## src/core/rxfs_defines.vh

```
`ifndef RXFS_DEFINES_VH
`define RXFS_DEFINES_VH
// register byte offsets
`define RXFS_OFF_RXCTL 8'h76
`define RXFS_OFF_TXFREE 8'h78
`define RXFS_OFF_STATUS 8'h7c
`define RXFS_OFF_RXCTL1 8'h74
`define RXFS_OFF_POP 8'h7e
`define RXFS_OFF_IRQ_ST 8'h90
`define RXFS_OFF_IRQ_MASK 8'h92
// rx checksum control fields
`define RXFS_ZUDP_BIT 3
`define RXFS_LITE_BIT 2
`define RXFS_ICMP_BIT 1
`define RXFS_SAD_BIT 0
`define RXFS_RXCTL_RST 4'h4
// rx control 1 field
`define RXFS_PASSBAD_BIT 9
// frame status fields
`define RXFS_FV_BIT 15
`define RXFS_ICMP_BAD 13
`define RXFS_IP_BAD 12
`define RXFS_TCP_BAD 11
`define RXFS_UDP_BAD 10
`define RXFS_BCAST 7
`define RXFS_MCAST 6
`define RXFS_UCAST 5
`define RXFS_SYMERR 4
`define RXFS_FTYPE 3
`define RXFS_OVERSIZE 2
`define RXFS_RUNT 1
`define RXFS_CRC 0
// length limits
`define RXFS_ETHTYPE_MIN 16'd1500
`define RXFS_MAX_LEN 12'd2000
// interrupt bits: 0 frame stored, 1 frame dropped
`define RXFS_IRQ_W 2
`endif

```

## src/core/rxfs_core.v

```verilog
// How it works
// - zero udp checksum passes only if enabled
// - lite udp checksum checked when enabled
// - bad icmp checksum drops when checking
// - drop frames from our own address
// - transmit free space as 13 bits
// - valid bit only for complete frame
// - separate checksum error flags per protocol
// - destination class flags broadcast multicast unicast
// - symbol error flag per frame
// - ethernet type above 1500 else 802.3
// - oversize flagged, kept only if passing bad
// - runt flagged, kept only if passing bad
// - crc error kept only if passing bad
// - pass bad frames control bit
//
// Added by the designer: the address-and-strobe port.
`timescale 1ns/1ns
`include "rxfs_defines.vh"
module rxfs_core #(
  parameter DEPTH_LOG2 = 2,
  parameter TXW = 13
) (
  // clock and reset
  input wire sys_clk_i,
  input wire resetn_i,
  // register port
  input wire [7:0] addr_i,
  input wire [15:0] wdata_i,
  input wire wr_i,
  input wire rd_i,
  output reg [15:0] rdata_o,
  // receive path: frame end summary, one pulse
  input wire fr_end_i,
  input wire [47:0] fr_sa_i,
  input wire [47:0] fr_da_i,
  input wire [15:0] fr_lentype_i,
  input wire [11:0] fr_len_i,
  input wire fr_crc_err_i,
  input wire fr_sym_err_i,
  input wire fr_runt_i,
  input wire fr_is_udp_i,
  input wire fr_is_lite_i,
  input wire fr_is_icmp_i,
  input wire fr_is_frag_i,
  input wire fr_udp_zero_i,
  input wire fr_icmp_bad_i,
  input wire fr_ip_bad_i,
  input wire fr_tcp_bad_i,
  input wire fr_udp_bad_i,
  // station address
  input wire [47:0] station_addr_i,
  // transmit queue free bytes from queue manager
  input wire [TXW-1:0] tx_free_bytes_i,
  // controls to rest of unit
  output wire lite_udp_checksum_enable_o,
  output wire pass_bad_frames_o,
  output wire frame_valid_o,
  output wire irq_o
);
  // status queue: one word per stored frame
  // a full queue drops the next frame
  // and raises the dropped interrupt bit
  localparam DEPTH = 1 << DEPTH_LOG2;
  // checksum control register bits 3..0
  reg [3:0] rxctl_q;
  // pass bad frames control
  reg passbad_q;
  // status queue storage
  reg [14:0] stq_mem [0:DEPTH-1];
  reg [DEPTH_LOG2:0] wp_q;
  reg [DEPTH_LOG2:0] rp_q;
  // interrupt status and mask
  reg [`RXFS_IRQ_W-1:0] ist_q;
  reg [`RXFS_IRQ_W-1:0] imask_q;
  // per-frame decisions
  reg [14:0] st_w;
  // low when a filter drops the frame
  reg keep_w;
  wire empty_w;
  wire full_w;
  wire pop_w;
  wire push_w;
  // udp flag after the lite bypass
  wire udp_bad_eff;
  wire bcast_w;
  // loop index for the clear bits
  integer i;

  // pointers carry one extra wrap bit
  // equal pointers: nothing stored
  assign empty_w = (wp_q == rp_q);
  // same slot on another lap: all slots used
  assign full_w = (wp_q[DEPTH_LOG2-1:0] == rp_q[DEPTH_LOG2-1:0]) &&
                  (wp_q[DEPTH_LOG2] != rp_q[DEPTH_LOG2]);
  assign pop_w = wr_i && (addr_i == `RXFS_OFF_POP) && !empty_w;
  // store at frame end when kept and room left
  // summary inputs matter only in that cycle
  assign push_w = fr_end_i && keep_w && !full_w;
  // lite frames bypass the check when disabled
  // lite check bypass
  assign udp_bad_eff = fr_udp_bad_i &&
    !(fr_is_lite_i && !rxctl_q[`RXFS_LITE_BIT]);
  // all ones destination is broadcast
  assign bcast_w = (fr_da_i == 48'hffffffffffff);
  // transmit side uses this to insert checksums
  assign lite_udp_checksum_enable_o = rxctl_q[`RXFS_LITE_BIT];
  // receive path lets bad frames through
  assign pass_bad_frames_o = passbad_q;
  // complete frames only enter the queue
  // valid only when a stored frame waits
  assign frame_valid_o = !empty_w;
  // level interrupt while an unmasked bit is set
  assign irq_o = |(ist_q & imask_q);

  // build status word and keep decision
  always @*
  begin
    // defaults keep reserved bits clear
    st_w = 15'h0000;
    st_w[`RXFS_ICMP_BAD] = fr_icmp_bad_i;
    st_w[`RXFS_IP_BAD] = fr_ip_bad_i;
    st_w[`RXFS_TCP_BAD] = fr_tcp_bad_i;
    st_w[`RXFS_UDP_BAD] = udp_bad_eff;
    // group bit of the first octet on the wire
    // address class flags
    st_w[`RXFS_BCAST] = bcast_w;
    st_w[`RXFS_MCAST] = fr_da_i[40];
    st_w[`RXFS_UCAST] = !fr_da_i[40];
    st_w[`RXFS_SYMERR] = fr_sym_err_i;
    // meaningless for runts, stored anyway
    // type above 1500
    st_w[`RXFS_FTYPE] = (fr_lentype_i > `RXFS_ETHTYPE_MIN);
    // length flagged, frame dropped unless passing bad
    // oversize, never truncated
    st_w[`RXFS_OVERSIZE] = (fr_len_i > `RXFS_MAX_LEN);
    st_w[`RXFS_RUNT] = fr_runt_i;
    st_w[`RXFS_CRC] = fr_crc_err_i;
    // keep unless a filter below drops it
    // each filter can drop on its own
    keep_w = 1'b1;
    if ((fr_crc_err_i || fr_runt_i || st_w[`RXFS_OVERSIZE]) && !passbad_q)
    begin
      keep_w = 1'b0;
    end
    // zero checksum means sender skipped it
    // zero udp checksum
    if (fr_is_udp_i && fr_udp_zero_i && !rxctl_q[`RXFS_ZUDP_BIT])
    begin
      keep_w = 1'b0;
    end
    // fragments cannot be checked, exempt from this drop
    // icmp checksum discard
    if (rxctl_q[`RXFS_ICMP_BIT] && fr_is_icmp_i && !fr_is_frag_i &&
        fr_icmp_bad_i)
    begin
      keep_w = 1'b0;
    end
    // drops our own frames echoed back
    // source address drop
    if (rxctl_q[`RXFS_SAD_BIT] && (fr_sa_i == station_addr_i))
    begin
      keep_w = 1'b0;
    end
  end

  // control registers and queue pointers
  // reset values: lite check on, all else off
  always @(posedge sys_clk_i)
  begin
    if (!resetn_i)
    begin
      rxctl_q <= `RXFS_RXCTL_RST;
      passbad_q <= 1'b0;
      // status queue starts empty
      wp_q <= {(DEPTH_LOG2+1){1'b0}};
      rp_q <= {(DEPTH_LOG2+1){1'b0}};
      // all interrupts masked after reset
      imask_q <= {`RXFS_IRQ_W{1'b0}};
    end
    else
    begin
      // software writes
      // one strobe writes one register
      if (wr_i && addr_i == `RXFS_OFF_RXCTL)
      begin
        // bits above 3 are reserved, dropped
        rxctl_q <= wdata_i[3:0];
      end
      if (wr_i && addr_i == `RXFS_OFF_RXCTL1)
      begin
        // other bits of this word live elsewhere
        passbad_q <= wdata_i[`RXFS_PASSBAD_BIT];
      end
      if (wr_i && addr_i == `RXFS_OFF_IRQ_MASK)
      begin
        // mask has the layout of the status bits
        imask_q <= wdata_i[`RXFS_IRQ_W-1:0];
      end
      // queue movement
      // push and pop may fall in one cycle
      // each pointer moves on its own
      if (push_w)
      begin
        // wrap bit flips every full lap
        wp_q <= wp_q + 1'b1;
      end
      if (pop_w)
      begin
        // pop on empty was filtered out above
        rp_q <= rp_q + 1'b1;
      end
    end
  end

  // status memory, no reset needed
  // an empty slot is never shown to software
  // the read path masks it with the empty flag
  always @(posedge sys_clk_i)
  begin
    if (push_w)
    begin
      stq_mem[wp_q[DEPTH_LOG2-1:0]] <= st_w;
    end
  end

  // sticky interrupt status, set beats clear
  // bit 0 frame stored, bit 1 frame dropped
  always @(posedge sys_clk_i)
  begin
    if (!resetn_i)
    begin
      // no events pending after reset
      ist_q <= {`RXFS_IRQ_W{1'b0}};
    end
    else
    begin
      // host writes ones to clear, zeros keep
      for (i = 0; i < `RXFS_IRQ_W; i = i + 1)
      begin
        if (wr_i && addr_i == `RXFS_OFF_IRQ_ST && wdata_i[i])
        begin
          ist_q[i] <= 1'b0;
        end
      end
      if (push_w)
      begin
        // sets come after clears so they win
        ist_q[0] <= 1'b1;
      end
      if (fr_end_i && !push_w)
      begin
        // filtered or no room in the queue
        ist_q[1] <= 1'b1;
      end
    end
  end

  // read data, one cycle after strobe
  // zero in every cycle without a read
  // so a stale word never lingers on the bus
  always @(posedge sys_clk_i)
  begin
    if (!resetn_i)
    begin
      // nothing to show during reset
      rdata_o <= 16'h0000;
    end
    else if (rd_i)
    begin
      case (addr_i)
        // control bits, upper part reserved
        `RXFS_OFF_RXCTL: rdata_o <= {12'h000, rxctl_q};
        // live count from the queue manager
        // free byte count
        `RXFS_OFF_TXFREE: rdata_o <= {{(16-TXW){1'b0}}, tx_free_bytes_i};
        // head of the status queue
        `RXFS_OFF_STATUS:
        begin
          if (empty_w)
            rdata_o <= 16'h0000;
          else
            rdata_o <= {1'b1, stq_mem[rp_q[DEPTH_LOG2-1:0]] & 15'h3cff};
        end
        // pass bad frames alone in its word
        `RXFS_OFF_RXCTL1:
          rdata_o <= {6'h00, passbad_q, 9'h000};
        // interrupt status and mask
        `RXFS_OFF_IRQ_ST:
          rdata_o <= {{(16-`RXFS_IRQ_W){1'b0}}, ist_q};
        `RXFS_OFF_IRQ_MASK:
          rdata_o <= {{(16-`RXFS_IRQ_W){1'b0}}, imask_q};
        // unmapped and reserved offsets read zero
        default: rdata_o <= 16'h0000;
      endcase
    end
    else
    begin
      rdata_o <= 16'h0000;
    end
  end
endmodule

```

## config.mk

```make
export PLATFORM = sky130hd
export DESIGN_NAME = rxfs_core
export DESIGN_NICKNAME = d
export VERILOG_FILES = /design/src/core/rxfs_core.v
export VERILOG_INCLUDE_DIRS = /design/src /design/src/core
export SDC_FILE = /design/constraint.sdc
export NUM_CORES = 1
export LEC_CHECK = 0
export ABC_CLOCK_PERIOD_IN_PS = 2700
export BUFFER_PORTS_ARGS = -buffer_cell sky130_fd_sc_hd__buf_2
export CAP_MARGIN = 20
export CORE_MARGIN = 2
export CORE_UTILIZATION = 38
export DETAILED_ROUTE_END_ITERATION = 8
export GPL_ROUTABILITY_DRIVEN = 0
export MAX_ROUTING_LAYER = met4
export PLACE_DENSITY = 0.83
export SYNTH_ARGS = -nofsm -noshare
export SYNTH_HDL_FRONTEND = slang
export SYNTH_SLANG_ARGS = --single-unit
```

## constraint.sdc

```tcl
create_clock -name sys_clk_i -period 2.7 [get_ports sys_clk_i]
set_input_delay 0.54 -clock sys_clk_i [delete_from_list [all_inputs] [get_ports sys_clk_i]]
set_output_delay 0.54 -clock sys_clk_i [all_outputs]
set_load 0.03 [all_outputs]
```

==> summary by stage <==
Outcome
The flow ran to the end, and the final reports show no timing, DRC or antenna violations.

Logic synthesis
Averaged over all synthesized cells, the footprint is 12.3 um2. The synthesized netlist occupies a cell area of 3940 um2. The number of synthesized flops with an enable pin is 48. The share of the Yosys chip area taken by registers is 0.529.

The net count after synthesis is 552. The largest total area in the synthesized netlist belongs to edfxtp_1. The synthesized netlist contains 46 unique library cells. The yosys synthesis warning count is 0. Ranked by total cell area, the synthesized netlist is headed by edfxtp_1 (37%), dfxtp_1 (16%), xor2_1 (11%).

The post-synthesis cell count is 321. By count the netlist is led by edfxtp_1 (48), xor2_1 (48), dfxtp_1 (32). The number of flip-flops and latches in the synthesized netlist is 80. The share of synthesized area in the top cell type comes to 0.366.

For this run, asynchronously set or reset flops after synthesis account for 0. The most frequently used flop master after synthesis is edfxtp_1.

Clocking
The clock-pin slew on the worst setup and hold paths is about 0.080 ns. TritonCTS built the clock tree. The maximum buffer depth of the clock tree is 2. Buffers inserted to repair hold after CTS numbered 0.

The depth of the CTS H-tree is 3. The number of buffers created by CTS is 9. The post-cts sizing count is 0.

In this run the clock root is driven by a clkbuf_8. For this design, the sink count on the clock tree is 80. The number of setup buffers added after CTS is 0. The insertion delay of the later-clocked pin in the worst-skew pair is 0.35 ns.

Drt
The routed wirelength normalized by instance count is 15.7 um. In the detailed route, the total length drawn on met2 is 5.90 mm. The first-iteration detailed-routing DRC count is about 230. The first detailed-routing pass took 4 iterations. The count of vias placed by the detailed router is 3504. Using the TritonRoute via totals, the vias-per-cell ratio works out to roughly 5. In this run the top signal layer used is met4. Summed over all nets, wire length on met3 after detailed routing comes to 833 um. After detailed routing, the wire length on met1 is 4.28 mm. For this run, design rule violations remaining after detail routing come to 0.

The count of nets left with antenna violations once routing finished came out at 0. The wire length after detailed routing is 11.1 mm.

Placement
The placement-stage worst setup slack is 0.148 ns. Once placement completed, the tool counted placed cells totaling 690. Summed over all nets, the half-perimeter wirelength after detailed placement is 9.41 mm. Port buffering added 233 buffers.

Timing
The measured slew at the worst slew-check pin is 0.558 ns. The total negative slack is 0 ns. The total count of hold-check failures in the final report was 0. The final critical-path required period is 2.20 ns. In the post-route analysis, the smallest setup slack over all paths is ~0.50 ns.

The share of the clock period used by the worst path is 0.813. The final number of max-transition violations is 0. Setup repair after global routing left no endpoint under its margin.

The tightest slew margin relative to the limit is 0.627. The worst-case hold slack is 0.409 ns. Setup violations remaining at the end of the flow were counted as 0.

The worst clock skew on the final layout is between 0.008 and 0.009 ns. The maximum frequency from static timing analysis is about 460 MHz.

Critical path
The kind of capture point of the worst setup path is a register. The slowest stage of the critical path belongs to the cell a2111oi_4. The critical path is of the in -> reg type. The kind of start point of the critical path is an input pin. The critical-path maximum fanout is 12. In this design, the stage delay of the slowest critical-path cell is ~0.41 ns. The required time reported for the critical path endpoint is 2.76 ns. Traced cell by cell, the critical path runs through buf_2, nor4_2, nand3b_1, a2111oi_4, o221ai_2, nor2_1, and2_1, buf_12. The endpoint arrival time on the critical path is 2.26 ns.

Min path
The min-delay analysis places its worst path in the category in -> reg.

Global routing
The initial antenna violation count came to 1. Entering global routing, the biggest net connects 22 pins. For this run the aggregate overflow at the end of global routing stands at 0. The first global-routing pass estimated 17.5 mm of wire. The total routing resource utilization after global routing is 0.208.

The via count of the first global-routing pass is 3703.

Final layout
The fraction of layout cells with a size suffix above 1 is 0.484. Compared with the post-synthesis result, the final layout area differs by 41.2%. Leaving out filler cells and counting taps, the final layout contains 707.

The final layout contains 796 nets. The filler cell count is slightly below 900.

Die
During I/O placement, the number of pins put on the boundary was 246. From left edge to right edge, the die measures 106 um. The floorplan has 37 rows. The full die area is about 11000 um2. The die is between 100 and 150 um tall. The core region is about 10000 um2. For this configuration, the core starts out at a cell density of 0.386.

Pwr
The leakage component of the power is 2.36 nW. The worst-case IR drop observed on VDD is 243 uV. In this run the power density over the cells is 457 nW/um2. The total power after layout is 2.54 mW.

Job
The reported max-cap violation count is 0.
[worst max-delay path, delay by kind of cell]
kind,cells,cell delay [ns]
simple gates,4,0.86
compound gates,2,0.60
buf+inv,2,0.26
[layer usage]
metal | global-route usage | up-vias
met2 | 0.369 | 176
met4 | 0.0667 | 0
met3 | 0.0458 | 8
li1 | - | 1707
met5 | - | -
met1 | 0.233 | 1613
[sequential cells by signal, indices dropped and copies added, names as in the netlist, named ones only]
| signal | flops |
|---|---|
| pass_bad_frames_o | 1 |
| rp_q | 3 |
| rxctl_q | 4 |
| wp_q | 3 |
| imask_q | 2 |
| ist_q | 2 |
| rdata_o | 15 |
| stq_mem | 48 |
[per-stage QoR]
stage	utilization	instance area, um2
3_5_place_dp	0.524	5340
3_3_place_gp	0.524	5340
4_1_cts	0.545	5550
5_1_grt	0.546	5560
2_1_floorplan	-	3940
6_report	0.546	5560
[report_power, final]
| group | total, mW | switching (mW) | internal [mW] |
|---|---|---|---|
| clock | 0.948 | 0.426 | 0.522 |
| combinational | 0.294 | 0.131 | 0.162 |
| sequential | 1.30 | 0.00369 | 1.29 |
| total | 2.54 | 0.561 | 1.98 |
[final timing paths]
path / cells past startpoint / startpoint / slack [ns] / to
max reg2reg: 6 / rxctl_q[3] / 0.67 / stq_mem[2][8]
min reg2reg: 2 / wp_q[2] / 0.49 / wp_q[2]
max: 8 / fr_len_i[0] / 0.50 / stq_mem[2][8]
min: 1 / fr_ip_bad_i / 0.41 / stq_mem[2][10]
[cell families after synthesis]
| kind of cell | share of synthesized area |
|---|---|
| simple gates | 0.159 |
| buf+inv | 0.0191 |
| xor+xnor | 0.118 |
| mux | 0.0788 |
| other cells | 0.000953 |
| compound gates | 0.0792 |
| flops | 0.529 |
| fa+ha+maj | 0.0159 |
[cell usage in the layout, fill, tap and decap left out, types with 5 or more instances in the layout]
cell	n
ha_1	5
buf_2	233
inv_1	9
nand2_1	17
mux4_2	12
nor2_1	16
nor3_1	5
nand4_1	15
clkbuf_8	9
dfxtp_1	32
nor4_1	14
edfxtp_1	48
and2_1	6
a21boi_0	6
nand3_1	15
xor2_1	48
xnor2_1	5
o21ai_0	5
a22oi_1	10
buf_4	6
[cell type report]
class,instances,area [um2],area share
inverter,9,33.8,0.00608
sequential,80,2080,0.375
clock inverter,7,93.8,0.0169
tap,136,170,0.0306
clock buffer,9,124,0.0223
multi-input combinational,223,1780,0.320
antenna,1,2.50,0.000450
timing repair buffer,242,1270,0.229
Note: power is estimated with default switching activity, not from simulation.
